**config.mk**
```make
export PLATFORM = sky130hd
export DESIGN_NAME = serial_port_async
export DESIGN_NICKNAME = d
export VERILOG_FILES = /design/src/majority_vote.v /design/src/serial_port_async.v
export VERILOG_INCLUDE_DIRS = /design/src
export SDC_FILE = /design/constraint.sdc
export NUM_CORES = 1
export LEC_CHECK = 0
export BUFFER_PORTS_ARGS = -buffer_cell sky130_fd_sc_hd__buf_2
export CAP_MARGIN = 30
export CORE_MARGIN = 3
export CORE_UTILIZATION = 39
export DETAILED_ROUTE_END_ITERATION = 8
export SLEW_MARGIN = 20
export SYNTH_ARGS = -nofsm -noshare
export SYNTH_HDL_FRONTEND = slang
export SYNTH_SLANG_ARGS = --single-unit
export TNS_END_PERCENT = 5
```
**constraint.sdc**
```tcl
create_clock -name ref_clk -period 3.2 [get_ports ref_clk]
set_clock_uncertainty 0.15 [all_clocks]
set_input_delay 0.96 -clock ref_clk [delete_from_list [all_inputs] [get_ports ref_clk]]
set_output_delay 0.96 -clock ref_clk [all_outputs]
set_load 0.05 [all_outputs]
```
**src/serial_port_regs.vh**
```
`ifndef SERIAL_PORT_REGS_VH
`define SERIAL_PORT_REGS_VH
// ****************************************
// register byte addresses
// ****************************************
`define ADDR_SERIAL_CONTROL 4'h0
`define ADDR_SERIAL_BUFFER  4'h4
`define ADDR_POWER_CONTROL  4'h8
// ****************************************
// serial control field positions
// ****************************************
`define SC_RX_DONE    0
`define SC_TX_DONE    1
`define SC_RX_NINTH   2
`define SC_TX_NINTH   3
`define SC_RX_ENABLE  4
`define SC_MULTIPROC  5
`define SC_MODE_LO    6
`define SC_MODE_HI_FE 7
// ****************************************
// power control field positions
// ****************************************
`define PC_FE_VIEW    6
`define PC_BAUD_DBL   7
// ****************************************
// reset values and timing counts
// ****************************************
`define SERIAL_CONTROL_RESET 8'h00
`define POWER_CONTROL_RESET  8'h00
`define SLICES_PER_BIT       4'hF
`define SAMPLE_FIRST         4'h7
`define SAMPLE_SECOND        4'h8
`define SAMPLE_LAST          4'h9
`define MODE0_SLOW_DIV       4'hC
`define MODE0_FAST_DIV       4'h4
`define OSC_SLICE_DIV        4'h2
`endif

```
**src/majority_vote.v**
```verilog
`timescale 1ns/100ps
// ****************************************
// two of three vote
// ****************************************
module majority_vote (
  input  wire [2:0] samples,
  output wire       bit_value
);
  assign bit_value = (samples[0] & samples[1]) | (samples[0] & samples[2]) |
                     (samples[1] & samples[2]);
endmodule // majority_vote

```
**src/serial_port_async.v**
```verilog
`timescale 1ns/100ps
`include "serial_port_regs.vh"
module serial_port_async (
  input  wire        ref_clk,
  input  wire        reset,
  input  wire        clk_en,
  input  wire        timer1_overflow,
  input  wire        serial_in,
  output reg         serial_out,
  output reg         shift_clk_out,
  input  wire [3:0]  s_axi_awaddr,
  input  wire        s_axi_awvalid,
  output reg         s_axi_awready,
  input  wire [31:0] s_axi_wdata,
  input  wire [3:0]  s_axi_wstrb,
  input  wire        s_axi_wvalid,
  output reg         s_axi_wready,
  output reg  [1:0]  s_axi_bresp,
  output reg         s_axi_bvalid,
  input  wire        s_axi_bready,
  input  wire [3:0]  s_axi_araddr,
  input  wire        s_axi_arvalid,
  output reg         s_axi_arready,
  output reg  [31:0] s_axi_rdata,
  output reg  [1:0]  s_axi_rresp,
  output reg         s_axi_rvalid,
  input  wire        s_axi_rready
);
  // ****************************************
  // registers
  // ****************************************
  reg [7:0] serial_control_reg;
  reg       frame_error_flag;
  reg [7:0] power_control_reg;
  reg [7:0] serial_buffer;
  reg [7:0] tx_shift;
  reg [3:0] aw_addr;
  reg       aw_held;
  reg [31:0] w_data;
  reg       w_held;
  reg [1:0] rx_sync;
  reg       rx_prev;
  reg       timer_half;
  reg [5:0] osc_div;
  wire mode_hi  = serial_control_reg[`SC_MODE_HI_FE];
  wire mode_lo  = serial_control_reg[`SC_MODE_LO];
  wire mode0    = ~mode_hi & ~mode_lo;
  wire nine_bit = mode_hi;
  wire mode2    =  mode_hi & ~mode_lo;
  wire rx_pin   = rx_sync[1];
  // ****************************************
  // bus write path
  // ****************************************
  wire do_write = aw_held & w_held & ~s_axi_bvalid;
  wire wr_buf   = do_write & (aw_addr == `ADDR_SERIAL_BUFFER) & w_data[0];
  wire wr_ctl   = do_write & (aw_addr == `ADDR_SERIAL_CONTROL);
  wire wr_pwr   = do_write & (aw_addr == `ADDR_POWER_CONTROL);
  wire wr_mapped = wr_ctl | wr_pwr | (aw_addr == `ADDR_SERIAL_BUFFER);
  // ****************************************
  // slice tick: 16 per bit
  // ****************************************
  // mode 2 slice = osc/2 (x16=32) or osc/4 (x16=64)
  reg slice_tick;
  always @* begin
    if (mode2) begin
      if (power_control_reg[`PC_BAUD_DBL])
        slice_tick = (osc_div[0] == 1'b1);
      else
        slice_tick = (osc_div[1:0] == 2'b11);
    end else if (power_control_reg[`PC_BAUD_DBL]) begin
      slice_tick = timer1_overflow;
    end else begin
      slice_tick = timer1_overflow & timer_half;
    end
  end
  always @(posedge ref_clk) begin
    if (reset) begin
      osc_div    <= 6'h00;
      timer_half <= 1'b0;
      rx_sync    <= 2'b11;
      rx_prev    <= 1'b1;
    end else if (clk_en) begin
      osc_div <= osc_div + 6'h01;
      if (timer1_overflow)
        timer_half <= ~timer_half;
      rx_sync <= {rx_sync[0], serial_in};
      rx_prev <= rx_pin;
    end
  end
  // ****************************************
  // transmitter
  // ****************************************
  // free running counter: first bit waits for its rollover, not the write
  reg [3:0] tx_slice;
  reg [3:0] tx_count;
  reg       tx_busy;
  reg       tx_ninth;
  reg       tx_done_set;
  wire      tx_roll = slice_tick & (tx_slice == `SLICES_PER_BIT);
  wire [3:0] tx_last = nine_bit ? 4'hB : 4'hA;
  always @(posedge ref_clk) begin
    if (reset) begin
      tx_slice    <= 4'h0;
      tx_count    <= 4'h0;
      tx_busy     <= 1'b0;
      tx_shift    <= 8'hFF;
      tx_ninth    <= 1'b1;
      serial_out  <= 1'b1;
      tx_done_set <= 1'b0;
    end else if (clk_en) begin
      tx_done_set <= 1'b0;
      if (slice_tick)
        tx_slice <= tx_slice + 4'h1;
      if (wr_buf & ~mode0) begin
        tx_busy  <= 1'b1;
        tx_count <= 4'h0;
        tx_shift <= w_data[15:8];
        tx_ninth <= serial_control_reg[`SC_TX_NINTH];
      end else if (tx_busy & tx_roll) begin
        tx_count <= tx_count + 4'h1;
        if (tx_count == 4'h0) begin
          serial_out <= 1'b0;
        end else if (tx_count <= 4'h8) begin
          serial_out <= tx_shift[0];
          tx_shift   <= {1'b1, tx_shift[7:1]};
        end else if (tx_count == 4'h9 & nine_bit) begin
          serial_out <= tx_ninth;
        end else begin
          serial_out <= 1'b1;
        end
        // flag rises with the stop bit; a new write still waits for a rollover
        if (tx_count == tx_last - 4'h1) begin
          tx_busy     <= 1'b0;
          tx_done_set <= 1'b1;
        end
      end
    end
  end
  // ****************************************
  // receiver
  // ****************************************
  localparam RX_HUNT = 2'b00;
  localparam RX_BITS = 2'b01;
  localparam RX_M0   = 2'b10;
  reg [1:0] rx_state;
  reg [3:0] rx_slice;
  reg [3:0] rx_count;
  reg [2:0] rx_samples;
  reg [8:0] rx_shift;
  reg [3:0] m0_div;
  reg       rx_load;
  reg       rx_fe_set;
  reg [7:0] rx_byte;
  reg       rx_ninth;
  wire      voted;
  majority_vote vote_u (
    .samples   (rx_samples),
    .bit_value (voted)
  );
  wire [3:0] rx_last = nine_bit ? 4'hA : 4'h9;
  wire [3:0] m0_top = serial_control_reg[`SC_MULTIPROC] ?
                      `MODE0_FAST_DIV - 4'h1 : `MODE0_SLOW_DIV - 4'h1;
  always @(posedge ref_clk) begin
    if (reset) begin
      rx_state      <= RX_HUNT;
      rx_slice      <= 4'h0;
      rx_count      <= 4'h0;
      rx_samples    <= 3'b000;
      rx_shift      <= 9'h000;
      m0_div        <= 4'h0;
      rx_load       <= 1'b0;
      rx_fe_set     <= 1'b0;
      rx_byte       <= 8'h00;
      rx_ninth      <= 1'b0;
      shift_clk_out <= 1'b1;
    end else if (clk_en) begin
      rx_load   <= 1'b0;
      rx_fe_set <= 1'b0;
      case (rx_state)
        RX_HUNT: begin
          shift_clk_out <= 1'b1;
          if (mode0) begin
            // done flag lands a cycle after the load pulse; do not restart meanwhile
            if (serial_control_reg[`SC_RX_ENABLE] & ~serial_control_reg[`SC_RX_DONE] &
                ~rx_load) begin
              rx_state <= RX_M0;
              rx_count <= 4'h0;
              m0_div   <= 4'h0;
            end
          end else if (serial_control_reg[`SC_RX_ENABLE] & rx_prev & ~rx_pin) begin
            rx_state <= RX_BITS;
            rx_slice <= 4'h0;
            rx_count <= 4'h0;
          end
        end
        RX_BITS: begin
          if (slice_tick) begin
            rx_slice <= rx_slice + 4'h1;
            if (rx_slice == `SAMPLE_FIRST)
              rx_samples[0] <= rx_pin;
            if (rx_slice == `SAMPLE_SECOND)
              rx_samples[1] <= rx_pin;
            if (rx_slice == `SAMPLE_LAST)
              rx_samples[2] <= rx_pin;
            if (rx_slice == `SAMPLE_LAST + 4'h1) begin
              rx_count <= rx_count + 4'h1;
              if (rx_count == 4'h0) begin
                if (voted)
                  rx_state <= RX_HUNT;
              end else if (rx_count == rx_last) begin
                // stop bit is voted, not shifted; decide at mid stop
                rx_state <= RX_HUNT;
                rx_byte  <= nine_bit ? rx_shift[8:1] : rx_shift[8:1];
                rx_ninth <= nine_bit ? rx_shift[8] : voted;
                if (nine_bit)
                  rx_byte <= rx_shift[7:0];
                if (~serial_control_reg[`SC_RX_DONE] &
                    (~serial_control_reg[`SC_MULTIPROC] | voted))
                  rx_load <= 1'b1;
                if (~voted)
                  rx_fe_set <= 1'b1;
              end else begin
                rx_shift <= {voted, rx_shift[8:1]};
              end
            end
          end
        end
        RX_M0: begin
          m0_div <= (m0_div == m0_top) ? 4'h0 : m0_div + 4'h1;
          if (m0_div == 4'h0)
            shift_clk_out <= 1'b0;
          if (m0_div == (m0_top >> 1) + 4'h1) begin
            shift_clk_out <= 1'b1;
            rx_shift <= {rx_pin, rx_shift[8:1]};
            rx_count <= rx_count + 4'h1;
            if (rx_count == 4'h7) begin
              rx_state <= RX_HUNT;
              rx_byte  <= {rx_pin, rx_shift[8:2]};
              rx_ninth <= serial_control_reg[`SC_RX_NINTH];
              rx_load  <= 1'b1;
            end
          end
        end
        default: rx_state <= RX_HUNT;
      endcase
    end
  end
  // ****************************************
  // control, status and bus slave
  // ****************************************
  // hardware set wins over a software clear in the same cycle
  wire fe_view = power_control_reg[`PC_FE_VIEW];
  always @(posedge ref_clk) begin
    if (reset) begin
      serial_control_reg <= `SERIAL_CONTROL_RESET;
      power_control_reg  <= `POWER_CONTROL_RESET;
      frame_error_flag   <= 1'b0;
      serial_buffer      <= 8'h00;
      aw_held <= 1'b0;
      w_held  <= 1'b0;
      aw_addr <= 4'h0;
      w_data  <= 32'h00000000;
      s_axi_awready <= 1'b0;
      s_axi_wready  <= 1'b0;
      s_axi_bvalid  <= 1'b0;
      s_axi_bresp   <= 2'b00;
      s_axi_arready <= 1'b0;
      s_axi_rvalid  <= 1'b0;
      s_axi_rresp   <= 2'b00;
      s_axi_rdata   <= 32'h00000000;
    end else if (clk_en) begin
      s_axi_awready <= ~aw_held & ~s_axi_awready & s_axi_awvalid;
      s_axi_wready  <= ~w_held & ~s_axi_wready & s_axi_wvalid;
      if (s_axi_awvalid & s_axi_awready) begin
        aw_held <= 1'b1;
        aw_addr <= s_axi_awaddr;
      end
      if (s_axi_wvalid & s_axi_wready) begin
        w_held <= 1'b1;
        w_data <= {16'h0000, s_axi_wdata[7:0], {7'h00, s_axi_wstrb[0]}};
      end
      if (do_write) begin
        aw_held      <= 1'b0;
        w_held       <= 1'b0;
        s_axi_bvalid <= 1'b1;
        s_axi_bresp  <= wr_mapped ? 2'b00 : 2'b10;
      end else if (s_axi_bvalid & s_axi_bready) begin
        s_axi_bvalid <= 1'b0;
      end
      if (wr_ctl & w_data[0]) begin
        serial_control_reg[6:0] <= w_data[14:8];
        if (fe_view)
          frame_error_flag <= w_data[15];
        else
          serial_control_reg[`SC_MODE_HI_FE] <= w_data[15];
      end
      if (wr_pwr & w_data[0])
        power_control_reg <= w_data[15:8];
      if (tx_done_set)
        serial_control_reg[`SC_TX_DONE] <= 1'b1;
      if (rx_load) begin
        serial_buffer <= rx_byte;
        serial_control_reg[`SC_RX_NINTH] <= rx_ninth;
        serial_control_reg[`SC_RX_DONE]  <= 1'b1;
      end
      if (rx_fe_set)
        frame_error_flag <= 1'b1;
      s_axi_arready <= ~s_axi_arready & ~s_axi_rvalid & s_axi_arvalid;
      if (s_axi_arvalid & s_axi_arready) begin
        s_axi_rvalid <= 1'b1;
        s_axi_rresp  <= 2'b00;
        case (s_axi_araddr)
          `ADDR_SERIAL_CONTROL:
            s_axi_rdata <= {24'h000000, fe_view ? frame_error_flag : mode_hi,
                            serial_control_reg[6:0]};
          `ADDR_SERIAL_BUFFER: s_axi_rdata <= {24'h000000, serial_buffer};
          `ADDR_POWER_CONTROL: s_axi_rdata <= {24'h000000, power_control_reg};
          default: begin
            s_axi_rdata <= 32'h00000000;
            s_axi_rresp <= 2'b10;
          end
        endcase
      end else if (s_axi_rvalid & s_axi_rready) begin
        s_axi_rvalid <= 1'b0;
      end
    end
  end
endmodule // serial_port_async

```
==> results of run 1 <==
[metrics by stage]
step,hold WS [ns],setup WS [ns],std cells,area (um2),total power (W)
finish,0.3062,0.6207,949,6910,0.003730
detailed placement,0.3004,0.3690,917,6277,0.001740
global placement,0.2965,0.3669,917,6277,0.001736
global route,0.3260,0.4744,949,6910,0.003850
CTS,0.3078,0.6477,949,6910,0.003764
floorplan,0.2810,0.5219,739,6041,0.001715
[metal layers]
layer	up-vias	global-route usage [%]	part of all wire [%]
li1	2573	-	-
met1	2422	23.31	47
met2	124	29.33	47
met3	18	4.287	4.5
met4	0	5.807	1.4
met5	-	0	0
[report_power, final]
group          switching, W  internal, W
Sequential        0.0000117      0.00150
Clock              0.000642      0.00138
Combinational      0.000160    0.0000433
Total              0.000814      0.00292
[cells by family after synthesis]
kind of cell             after synthesis  share of synthesized area (%)
XOR/XNOR                               8                          1.178
AND/OR/NAND/NOR                      277                          23.12
buffers and inverters                 86                          7.090
other                                  1                        0.06306
AO/OA/AOI/OAI                        153                          15.65
flip-flops                           119                          40.06
multiplexers                          51                          8.878
adder cells (fa/ha/maj)               19                          3.955
[cells in the final DEF (no fill, tap or decap), types with 5 or more instances in the layout]
| master | instances |
|---|---|
| dfxtp_1 | 119 |
| o21ai_0 | 36 |
| a41oi_1 | 8 |
| a211oi_1 | 5 |
| mux2i_1 | 46 |
| a22oi_1 | 9 |
| ha_1 | 18 |
| or4_1 | 7 |
| nand2b_1 | 8 |
| conb_1 | 26 |
| nor2b_1 | 6 |
| nor2_1 | 63 |
| nand3_1 | 38 |
| o31ai_1 | 11 |
| xor2_1 | 5 |
| a21oi_1 | 62 |
| nand4_1 | 21 |
| clkbuf_16 | 17 |
| a31oi_1 | 6 |
| clkinv_2 | 5 |
| buf_4 | 20 |
| nor3_1 | 5 |
| nand2_1 | 94 |
| nor4b_1 | 10 |
| inv_1 | 18 |
| buf_2 | 42 |
[worst max-delay path: cells and delay by family, from the launching register on]
kind                   cells  cell delay [ns]
buffers and inverters      1             0.22
AOI/OAI and AO/OA          2             0.40
and+or+nand+nor            3             1.04
DFF                        1             0.67
[layout make-up]
type / count / area share, %
Sequential cell: 119 / 34.47
Tap cell: 184 / 3.332
Clock inverter: 9 / 2.100
Multi-Input combinational cell: 534 / 46.84
Timing Repair Buffer: 62 / 5.215
Clock buffer: 23 / 7.061
Inverter: 18 / 0.9777
[how the worst min path moves through the flow]
stage                                   from                            end  slack [ns]  cells past startpoint
2_1_floorplan         w_data[0]$_SDFFE_PP0P_         w_data[0]$_SDFFE_PP0P_        0.28                      2
3_3_place_gp   serial_buffer[6]$_SDFFE_PP0P_  serial_buffer[6]$_SDFFE_PP0P_        0.30                      2
3_5_place_dp   serial_buffer[4]$_SDFFE_PP0P_  serial_buffer[4]$_SDFFE_PP0P_        0.30                      2
4_1_cts        serial_buffer[4]$_SDFFE_PP0P_  serial_buffer[4]$_SDFFE_PP0P_        0.31                      2
5_1_grt        serial_buffer[4]$_SDFFE_PP0P_  serial_buffer[4]$_SDFFE_PP0P_        0.33                      2
6_report       serial_buffer[4]$_SDFFE_PP0P_  serial_buffer[4]$_SDFFE_PP0P_        0.31                      2
==> impl_metrics.toml, run 1 <==
[synth]
synth_area_um2 = 5947
synth_flop_cell = "dfxtp_1"
ys_seq_area_share_pct = 40.06
synthTopCellsByArea = "dfxtp_1 (40%), mux2i_1 (7.7%), nand2_1 (5.9%)"
synth_top_cell_by_area = "dfxtp_1"
synthCells = 714
synth_edf_count = 0
synth-warning-count = 0
synth_top_area_share_pct = 40.06
netlist-cell-type-count = 52
synth_most_common_cell = "dfxtp_1"
synth_commonest_cells = "dfxtp_1 (119), nand2_1 (94), nor2_1 (63), a21oi_1 (62), mux2i_1 (46)"
synth_area_per_cell_um2 = 8.329
synth_async_sr_flop_share_pct = 0
synth-seq-cells = 119

[setup_path]
crit_fanout = 14
r2r_setup_slack_ns = 0.62
path_class = "register to register"
cpPeakStageDelay_ns = 0.67
worst_r2r_path_depth = 6
worstReg2RegStart = "serial_control_reg[7]$_SDFFE_PP0P_"
crit_arrival_ns = 2.75
r2r-end = "tx_shift[5]$_SDFFE_PP1P_"
endpoint = "tx_shift[5]$_SDFFE_PP1P_"
cp_data_required_time_ns = 3.38
cpMaxStageDelayCell = "dfxtp_1"
endpoint_kind = "register"
crit_chain = "o21ai_0 > or4_1 > buf_4 > nor2_1 > nor4b_1 > a41oi_1"
crit_start = "serial_control_reg[7]$_SDFFE_PP0P_"
start_kind = "register"

[clocking]
cts_max_level = 4
holdBufCountCts = 0
clk_pin_slew_ns = 0.05
clockBufferDepth = 2
cts_sinks = 119
ctsResizeCount = 0
numCtsBuffers = 17
cts_tree = "built"
clock_latency_ns = 0.41
post_cts_buffers = 0
clock-root-buffer = "clkbuf_16"

[route]
detail-route-antenna-nets = 0
viasPerCell = 5.413
route.detailed.drc = 0
vias = 5137
drt_pass1_iterations = 5
drt_iter0_markers = 322
wl_per_cell_um = 15.29
wirelength_mm = 14.51

[floorplan]
die_h_um = 129.5
rows = 44
core_um2 = 14700
initial_utilization_pct = 40.46
dieArea_um2 = 16770
die_x_um = 129.5
io_pins = 97

[sta]
post-route-period-util_pct = 80.60
tightest_slew_ns = 0.6923
maxSlewViolCount = 0
clock.fmax_mhz = 387.7
setup_viol = 0
tns_ns = 0
grt_setup_unrepaired = "no"
fin_crit_ns = 2.579
slew_headroom_pct = 53.80
hold_viol = 0

[finish]
nets = 824
antenna_cells = 0
layout-drive-gt1-share_pct = 13.73
n_fill_cell = 1436
largestRegisters = "rx_shift (9), w_data (9)"
final_util_pct = 47.01
regArea_um2 = 2382
syn2layout_area_growth_pct = 16.20
multi_input_area_um2 = 3237

[min_path]
min_path_type = "register to register"

[job]
maxCapViolations = 0

[place]
routabilityCongestion = 0.8542
place.detailed.hpwl_mm = 10.27
io_buffers = 43

[global_route]
grt_pass1_wl_mm = 24.23
antenna_found_initial = 0
grt_usage_pct = 17.89
grt_start_max_net_pins = 43
grt_remaining_overflow = 0
grt_pass1_vias = 4900

[outcome]
status = "finished, final reports clean"

[power_and_ir_drop]
power.density_nw_per_um2 = 539.8
vdd_drop_max_mv = 0.3895
p_leak_nw = 2.613
Power figures use the tool's default switching activity.
==> run 2: changes to the inputs <==
--- a/config.mk
+++ b/config.mk
@@ -6,6 +6,7 @@
 export SDC_FILE = /design/constraint.sdc
 export NUM_CORES = 1
 export LEC_CHECK = 0
+export ABC_AREA = 1
 export BUFFER_PORTS_ARGS = -buffer_cell sky130_fd_sc_hd__buf_2
 export CAP_MARGIN = 30
 export CORE_MARGIN = 3
==> constraint.sdc (replaced) <==
create_clock -name ref_clk -period 2.6 [get_ports ref_clk]
set_clock_uncertainty 0.15 [all_clocks]
set_input_delay 0.78 -clock ref_clk [delete_from_list [all_inputs] [get_ports ref_clk]]
set_output_delay 0.78 -clock ref_clk [all_outputs]
set_load 0.05 [all_outputs]
==> run 2 against run 1 <==
Against the previous run:
- clock power increased by 24%
- global-route usage increased by 0.50 points
- highest routed layer unchanged
- sequential share of layout area decreased by 0.53 points
- die area increased by 0.94%
- worst setup slack got worse by 0.21 ns
- critical endpoint is now rx_slice[1]$_SDFFE_PP0P_
==> impl_metrics.toml, run 2 <==
[outcome]
status = "finished, final reports clean"

[setup_path]
crit_start = "rx_state[1]$_SDFFE_PP0P_"
critPathBufInv = 1
crit_fanout = 12
endpoint = "rx_slice[1]$_SDFFE_PP0P_"
crit_family = "compound AO/OA/AOI/OAI gates"
r2r_setup_slack_ns = 0.41
r2r-end = "rx_slice[1]$_SDFFE_PP0P_"
cpMaxStageDelayCell = "ha_1"
start_kind = "register"
worst_path_most_repeated_cell = "nand2_1"
worstReg2RegStart = "rx_state[1]$_SDFFE_PP0P_"
endpoint_kind = "register"
crit_arrival_ns = 2.34
path_depth = 7
cpPeakStageDelay_ns = 0.50
path_class = "register to register"
crit_chain = "inv_1 > ha_1 > nand2_1 > a21oi_1 > nand2_1 > o21ai_0 > nor2_1"
cp_data_required_time_ns = 2.74
worst_r2r_path_depth = 7

[global_route]
busiest_layer = "met2"
grt_pass1_vias = 4999
grt_start_max_net_pins = 36
grt_pass1_wl_mm = 24.58
use_met1_pct = 25.59
antenna_found_initial = 0
met2_usage_pct = 27.52
grt_usage_pct = 18.39
grt_remaining_overflow = 0
grt_use_met3_pct = 5.444

[synth]
synth_commonest_cells = "nand2_1 (188), dfxtp_1 (119), nor2_1 (94), a21oi_1 (84), inv_1 (83)"
synthTopCellsByArea = "dfxtp_1 (40%), nand2_1 (12%), a21oi_1 (7.0%)"
synth-seq-cells = 119
synth_area_um2 = 6006
netlist-cell-type-count = 37
synth_top_area_share_pct = 39.67
synthCells = 865
synth_area_per_cell_um2 = 6.943
synth_top_cell_by_area = "dfxtp_1"
synth_flop_cell = "dfxtp_1"
ys_seq_area_share_pct = 39.67
synth_most_common_cell = "nand2_1"
synth_async_sr_flop_share_pct = 0
synth-warning-count = 0
synth_edf_count = 0

[sta]
post-route-period-util_pct = 84.33
whs_ns = 0.2920
tns_ns = 0
tightest_slew_ns = 0.6409
setup_viol = 0
maxSlewViolCount = 0
clock.fmax_mhz = 456.1
hold_viol = 0
grt_setup_unrepaired = "no"
fin_crit_ns = 2.193
slew_headroom_pct = 57.21

[finish]
n_fill_cell = 1538
antenna_cells = 0
syn2layout_area_growth_pct = 16.87
mostFrequentLayoutCells = "nand2_1 (188), dfxtp_1 (119), nor2_1 (94), a21oi_1 (84), inv_1 (82)"
final-instance-count-excl-fill = 1117
final_common_cell = "nand2_1"
layout-drive-gt1-share_pct = 13.08
nets = 992
fin_area_um2 = 7019
largestRegisters = "rx_shift (9), w_data (9)"
multi_input_area_um2 = 3057
regArea_um2 = 2382

[power_and_ir_drop]
power_w = 0.005078
power.density_nw_per_um2 = 723.5
vdd_drop_max_mv = 0.4406
p_leak_nw = 2.968

[clocking]
clk_pin_slew_ns = 0.05
ctsResizeCount = 0
clockBufferDepth = 2
cts_max_level = 4
post_cts_buffers = 0
numCtsBuffers = 17
clock_latency_ns = 0.42
cts_tree = "built"
clock-root-buffer = "clkbuf_16"
cts_sinks = 119
holdBufCountCts = 0

[floorplan]
io_pins = 97
die_x_um = 130.1
die_h_um = 130.1
rows = 44
dieArea_um2 = 16920
initial_utilization_pct = 40.55
core_um2 = 14810

[route]
wl_per_cell_um = 13.25
vias = 5491
viasPerCell = 4.916
wirelength_mm = 14.80
drt_iter0_markers = 411
drt_pass1_iterations = 5
detail-route-antenna-nets = 0
route.detailed.drc = 0

[place]
dp.cells = 1085
io_buffers = 43
place.detailed.hpwl_mm = 10.45
place_area_um2 = 6396
routabilityCongestion = 0.8526

[job]
maxCapViolations = 0

[min_path]
min_path_type = "register to register"
-- run 2: cell count changes after synthesis, sizes merged, moves of 38 or more --
cell / previous run / this run
nand2: 94 / 195
inv: 18 / 86
mux2i: 47 / 0
o21ai: 36 / 81
nand3: 38 / 77
nor2: 63 / 101
-- run 2: area by class of cell --
class	instances	share of cell area, %
tap	184	3.280
sequential	119	33.94
multi-input combinational	629	43.55
timing repair buffer	66	5.704
clock inverter	12	2.513
inverter	87	4.652
clock buffer	20	6.364
-- run 2: report_power, final --
group / switching [W] / leakage [nW] / total, W / internal, W
Sequential: 0.0000475 / 0.963 / 0.00194 / 0.00189
Clock: 0.000870 / 0.300 / 0.00250 / 0.00163
Combinational: 0.000451 / 1.70 / 0.000642 / 0.000191
Total: 0.00137 / 2.97 / 0.00508 / 0.00371
-- run 2: cell families after synthesis --
logic type	share of synthesized area [%]
and+or+nand+nor	27.71
AOI/OAI and AO/OA	16.94
buffers and inverters	11.00
DFF	39.67
adders and majority gates	3.750
xor gates and xnor gates	0.8750
other	0.06244
-- run 2: per-layer routing --
metal / vias to the layer above / share of wire (%)
li1: 2895 / -
met1: 2471 / 50
met2: 102 / 44
met3: 23 / 4.2
met4: 0 / 1.9
met5: - / 0
-- run 2: worst register-to-register path, stage by stage (launching register included) --
cell and delay (ns):
dfxtp_1 0.32, inv_1 0.11, ha_1 0.50, nand2_1 0.11, a21oi_1 0.28, nand2_1 0.17
o21ai_0 0.34, nor2_1 0.09
-- run 2: metrics by stage --
stage | worst slack, ns | utilization (%)
6_report | 0.4073 | 47.40
2_1_floorplan | 0.5977 | -
4_1_cts | 0.4043 | 47.40
3_5_place_dp | 0.2844 | 43.19
3_3_place_gp | 0.3055 | 43.19
5_1_grt | 0.1535 | 47.40
-- run 2: how the worst min path moves through the flow --
| stage | startpoint | to | slack (ns) | cells past startpoint |
|---|---|---|---|---|
| after floorplan | aw_addr[1]$_SDFFE_PP0P_ | aw_addr[1]$_SDFFE_PP0P_ | 0.27 | 2 |
| after global placement | aw_addr[1]$_SDFFE_PP0P_ | aw_addr[1]$_SDFFE_PP0P_ | 0.28 | 2 |
| after global routing | aw_addr[1]$_SDFFE_PP0P_ | aw_addr[1]$_SDFFE_PP0P_ | 0.31 | 2 |
| after CTS | aw_addr[1]$_SDFFE_PP0P_ | aw_addr[1]$_SDFFE_PP0P_ | 0.29 | 2 |
| final | aw_addr[1]$_SDFFE_PP0P_ | aw_addr[1]$_SDFFE_PP0P_ | 0.29 | 2 |
| after detailed placement | aw_addr[1]$_SDFFE_PP0P_ | aw_addr[1]$_SDFFE_PP0P_ | 0.28 | 2 |
==> run 3: changes to the inputs <==
==> constraint.sdc (replaced) <==
create_clock -name ref_clk -period 2.1 [get_ports ref_clk]
set_clock_uncertainty 0.15 [all_clocks]
set_input_delay 0.63 -clock ref_clk [delete_from_list [all_inputs] [get_ports ref_clk]]
set_output_delay 0.63 -clock ref_clk [all_outputs]
set_load 0.05 [all_outputs]
==> run 3 against run 2 <==
Against the previous run:
- die area unchanged
- global-route usage fell by 0.36 points
- first-iteration DRC count is 13% lower
- highest routed layer unchanged
- non-clock buffer count rose by 9
- clock power grew 23%
- register-to-register slack worse by 0.22 ns
- worst hold slack worse by 0.00073 ns
- core utilization up 0.67 points
- total power is 24% higher
==> impl_metrics.toml, run 3 (same netlist as run 2, synthesis figures left out) <==
[route]
vias = 5535
wl_per_cell_um = 12.97
drt_iter0_markers = 356
detail-route-antenna-nets = 0
viasPerCell = 4.924
wirelength_mm = 14.58
route.detailed.drc = 0
drt_pass1_iterations = 5

[finish]
final_common_cell = "nand2_1"
largestRegisters = "rx_shift (9), w_data (9)"
syn2layout_area_growth_pct = 18.52
n_fill_cell = 1519
nets = 1001
mostFrequentLayoutCells = "nand2_1 (188), dfxtp_1 (119), nor2_1 (93), a21oi_1 (83), inv_1 (82)"
layout-drive-gt1-share_pct = 14.04
final_util_pct = 48.07
fin_area_um2 = 7118
multi_input_area_um2 = 3078
antenna_cells = 0
regArea_um2 = 2382

[floorplan]
die_x_um = 130.1
rows = 44
io_pins = 97
die_h_um = 130.1
core_um2 = 14810
dieArea_um2 = 16920
initial_utilization_pct = 40.55

[sta]
setup_viol = 0
grt_setup_unrepaired = "yes"
hold_viol = 0
tns_ns = 0
maxSlewViolCount = 0
fin_crit_ns = 1.914
clock.fmax_mhz = 522.5
post-route-period-util_pct = 91.14

[global_route]
antenna_found_initial = 0
grt_usage_pct = 18.03
grt_start_max_net_pins = 55
grt_pass1_wl_mm = 24.24
grt_remaining_overflow = 0
grt_pass1_vias = 5074

[job]
maxCapViolations = 0

[clocking]
clk_pin_slew_ns = 0.05
clockBufferDepth = 2
cts_tree = "built"
clock_latency_ns = 0.42
cts_max_level = 4
numCtsBuffers = 17
post_cts_buffers = 0
clock-root-buffer = "clkbuf_16"
holdBufCountCts = 0
cts_sinks = 119
ctsResizeCount = 0

[min_path]
min_path_type = "register to register"

[power_and_ir_drop]
power.density_nw_per_um2 = 885.2
pwr-share-seq_pct = 38.1
p_switching_w = 0.001635
swShare_pct = 25.95
pwr-share-comb_pct = 13.1
vdd_drop_max_mv = 0.6636
p_leak_nw = 3.017
power.internal_w = 0.004666
clkPwrFrac_pct = 48.8

[setup_path]
crit_arrival_ns = 2.05
start_kind = "register"
r2r_setup_slack_ns = 0.19
endpoint_kind = "register"
cp_data_required_time_ns = 2.24
path_class = "register to register"
crit_fanout = 8

[outcome]
status = "finished, final reports clean"

[place]
io_buffers = 43
routabilityCongestion = 0.8500
place_area_um2 = 6476
place.detailed.hpwl_mm = 10.27
## run 3: cell count changes in the layout (fill, tap and decap cells not counted), sizes merged
cell      before  now
clkbuf        20   22
clkinv         7    4
buf           66   75
clkinvlp       2    1
## run 3: per-layer routing
metal / GRT usage (%) / vias to the layer above / wire [um]
li1: - / 2913 / -
met1: 25.30 / 2500 / 7520
met2: 27.46 / 105 / 6303
met3: 4.175 / 17 / 596
met4: 5.807 / 0 / 155
met5: 0 / - / 0
## run 3: cell type report
cell class                 count  share of cell area (%)
clock inverter                 8                   2.057
tap                          184                   3.234
sequential                   119                   33.47
clock buffer                  22                   6.662
timing repair buffer          75                   6.750
inverter                      87                   4.588
multi-input combinational    629                   43.24
## run 3: worst max-delay path, cell delays in order (launching register included)
cell and delay (ns):
dfxtp_1 0.43, inv_1 0.11, nand2_2 0.12, nand2_2 0.08
nor3_4 0.27, nand2_1 0.15, nand2_2 0.14, nand2_2 0.14
nand2_1 0.11, nand3_1 0.09
## run 3: power by group through the flow
stage / Combinational (W) / Clock [W] / Sequential [W]
after global routing: 0.000933 / 0.00323 / 0.00241
after global placement: 0.000816 / 0 / 0.00245
final: 0.000827 / 0.00307 / 0.00240
after detailed placement: 0.000816 / 0 / 0.00245
after floorplan: 0.000630 / 0 / 0.00246
after CTS: 0.000822 / 0.00312 / 0.00240
## run 3: per-stage QoR
stage,total power [W],instances,setup slack [ns],hold WS [ns]
after floorplan,0.003090,890,0.2477,0.2736
after global placement,0.003263,1094,0.08567,0.2828
after detailed placement,0.003264,1094,0.03338,0.2854
after CTS,0.006339,1124,0.07788,0.2816
after global routing,0.006573,1124,-0.001596,0.2836
final,0.006301,1124,0.1861,0.2912
## run 3: final timing paths
| kind | cells after the start | startpoint | endpoint |
|---|---|---|---|
| worst max-delay path | 9 | serial_control_reg[6]$_SDFFE_PP0P_ | tx_shift[7]$_SDFFE_PP1P_ |
| worst min-delay path | 2 | aw_addr[1]$_SDFFE_PP0P_ | aw_addr[1]$_SDFFE_PP0P_ |
| worst max register to register | 9 | serial_control_reg[6]$_SDFFE_PP0P_ | tx_shift[7]$_SDFFE_PP1P_ |
| worst min register to register | 2 | aw_addr[1]$_SDFFE_PP0P_ | aw_addr[1]$_SDFFE_PP0P_ |
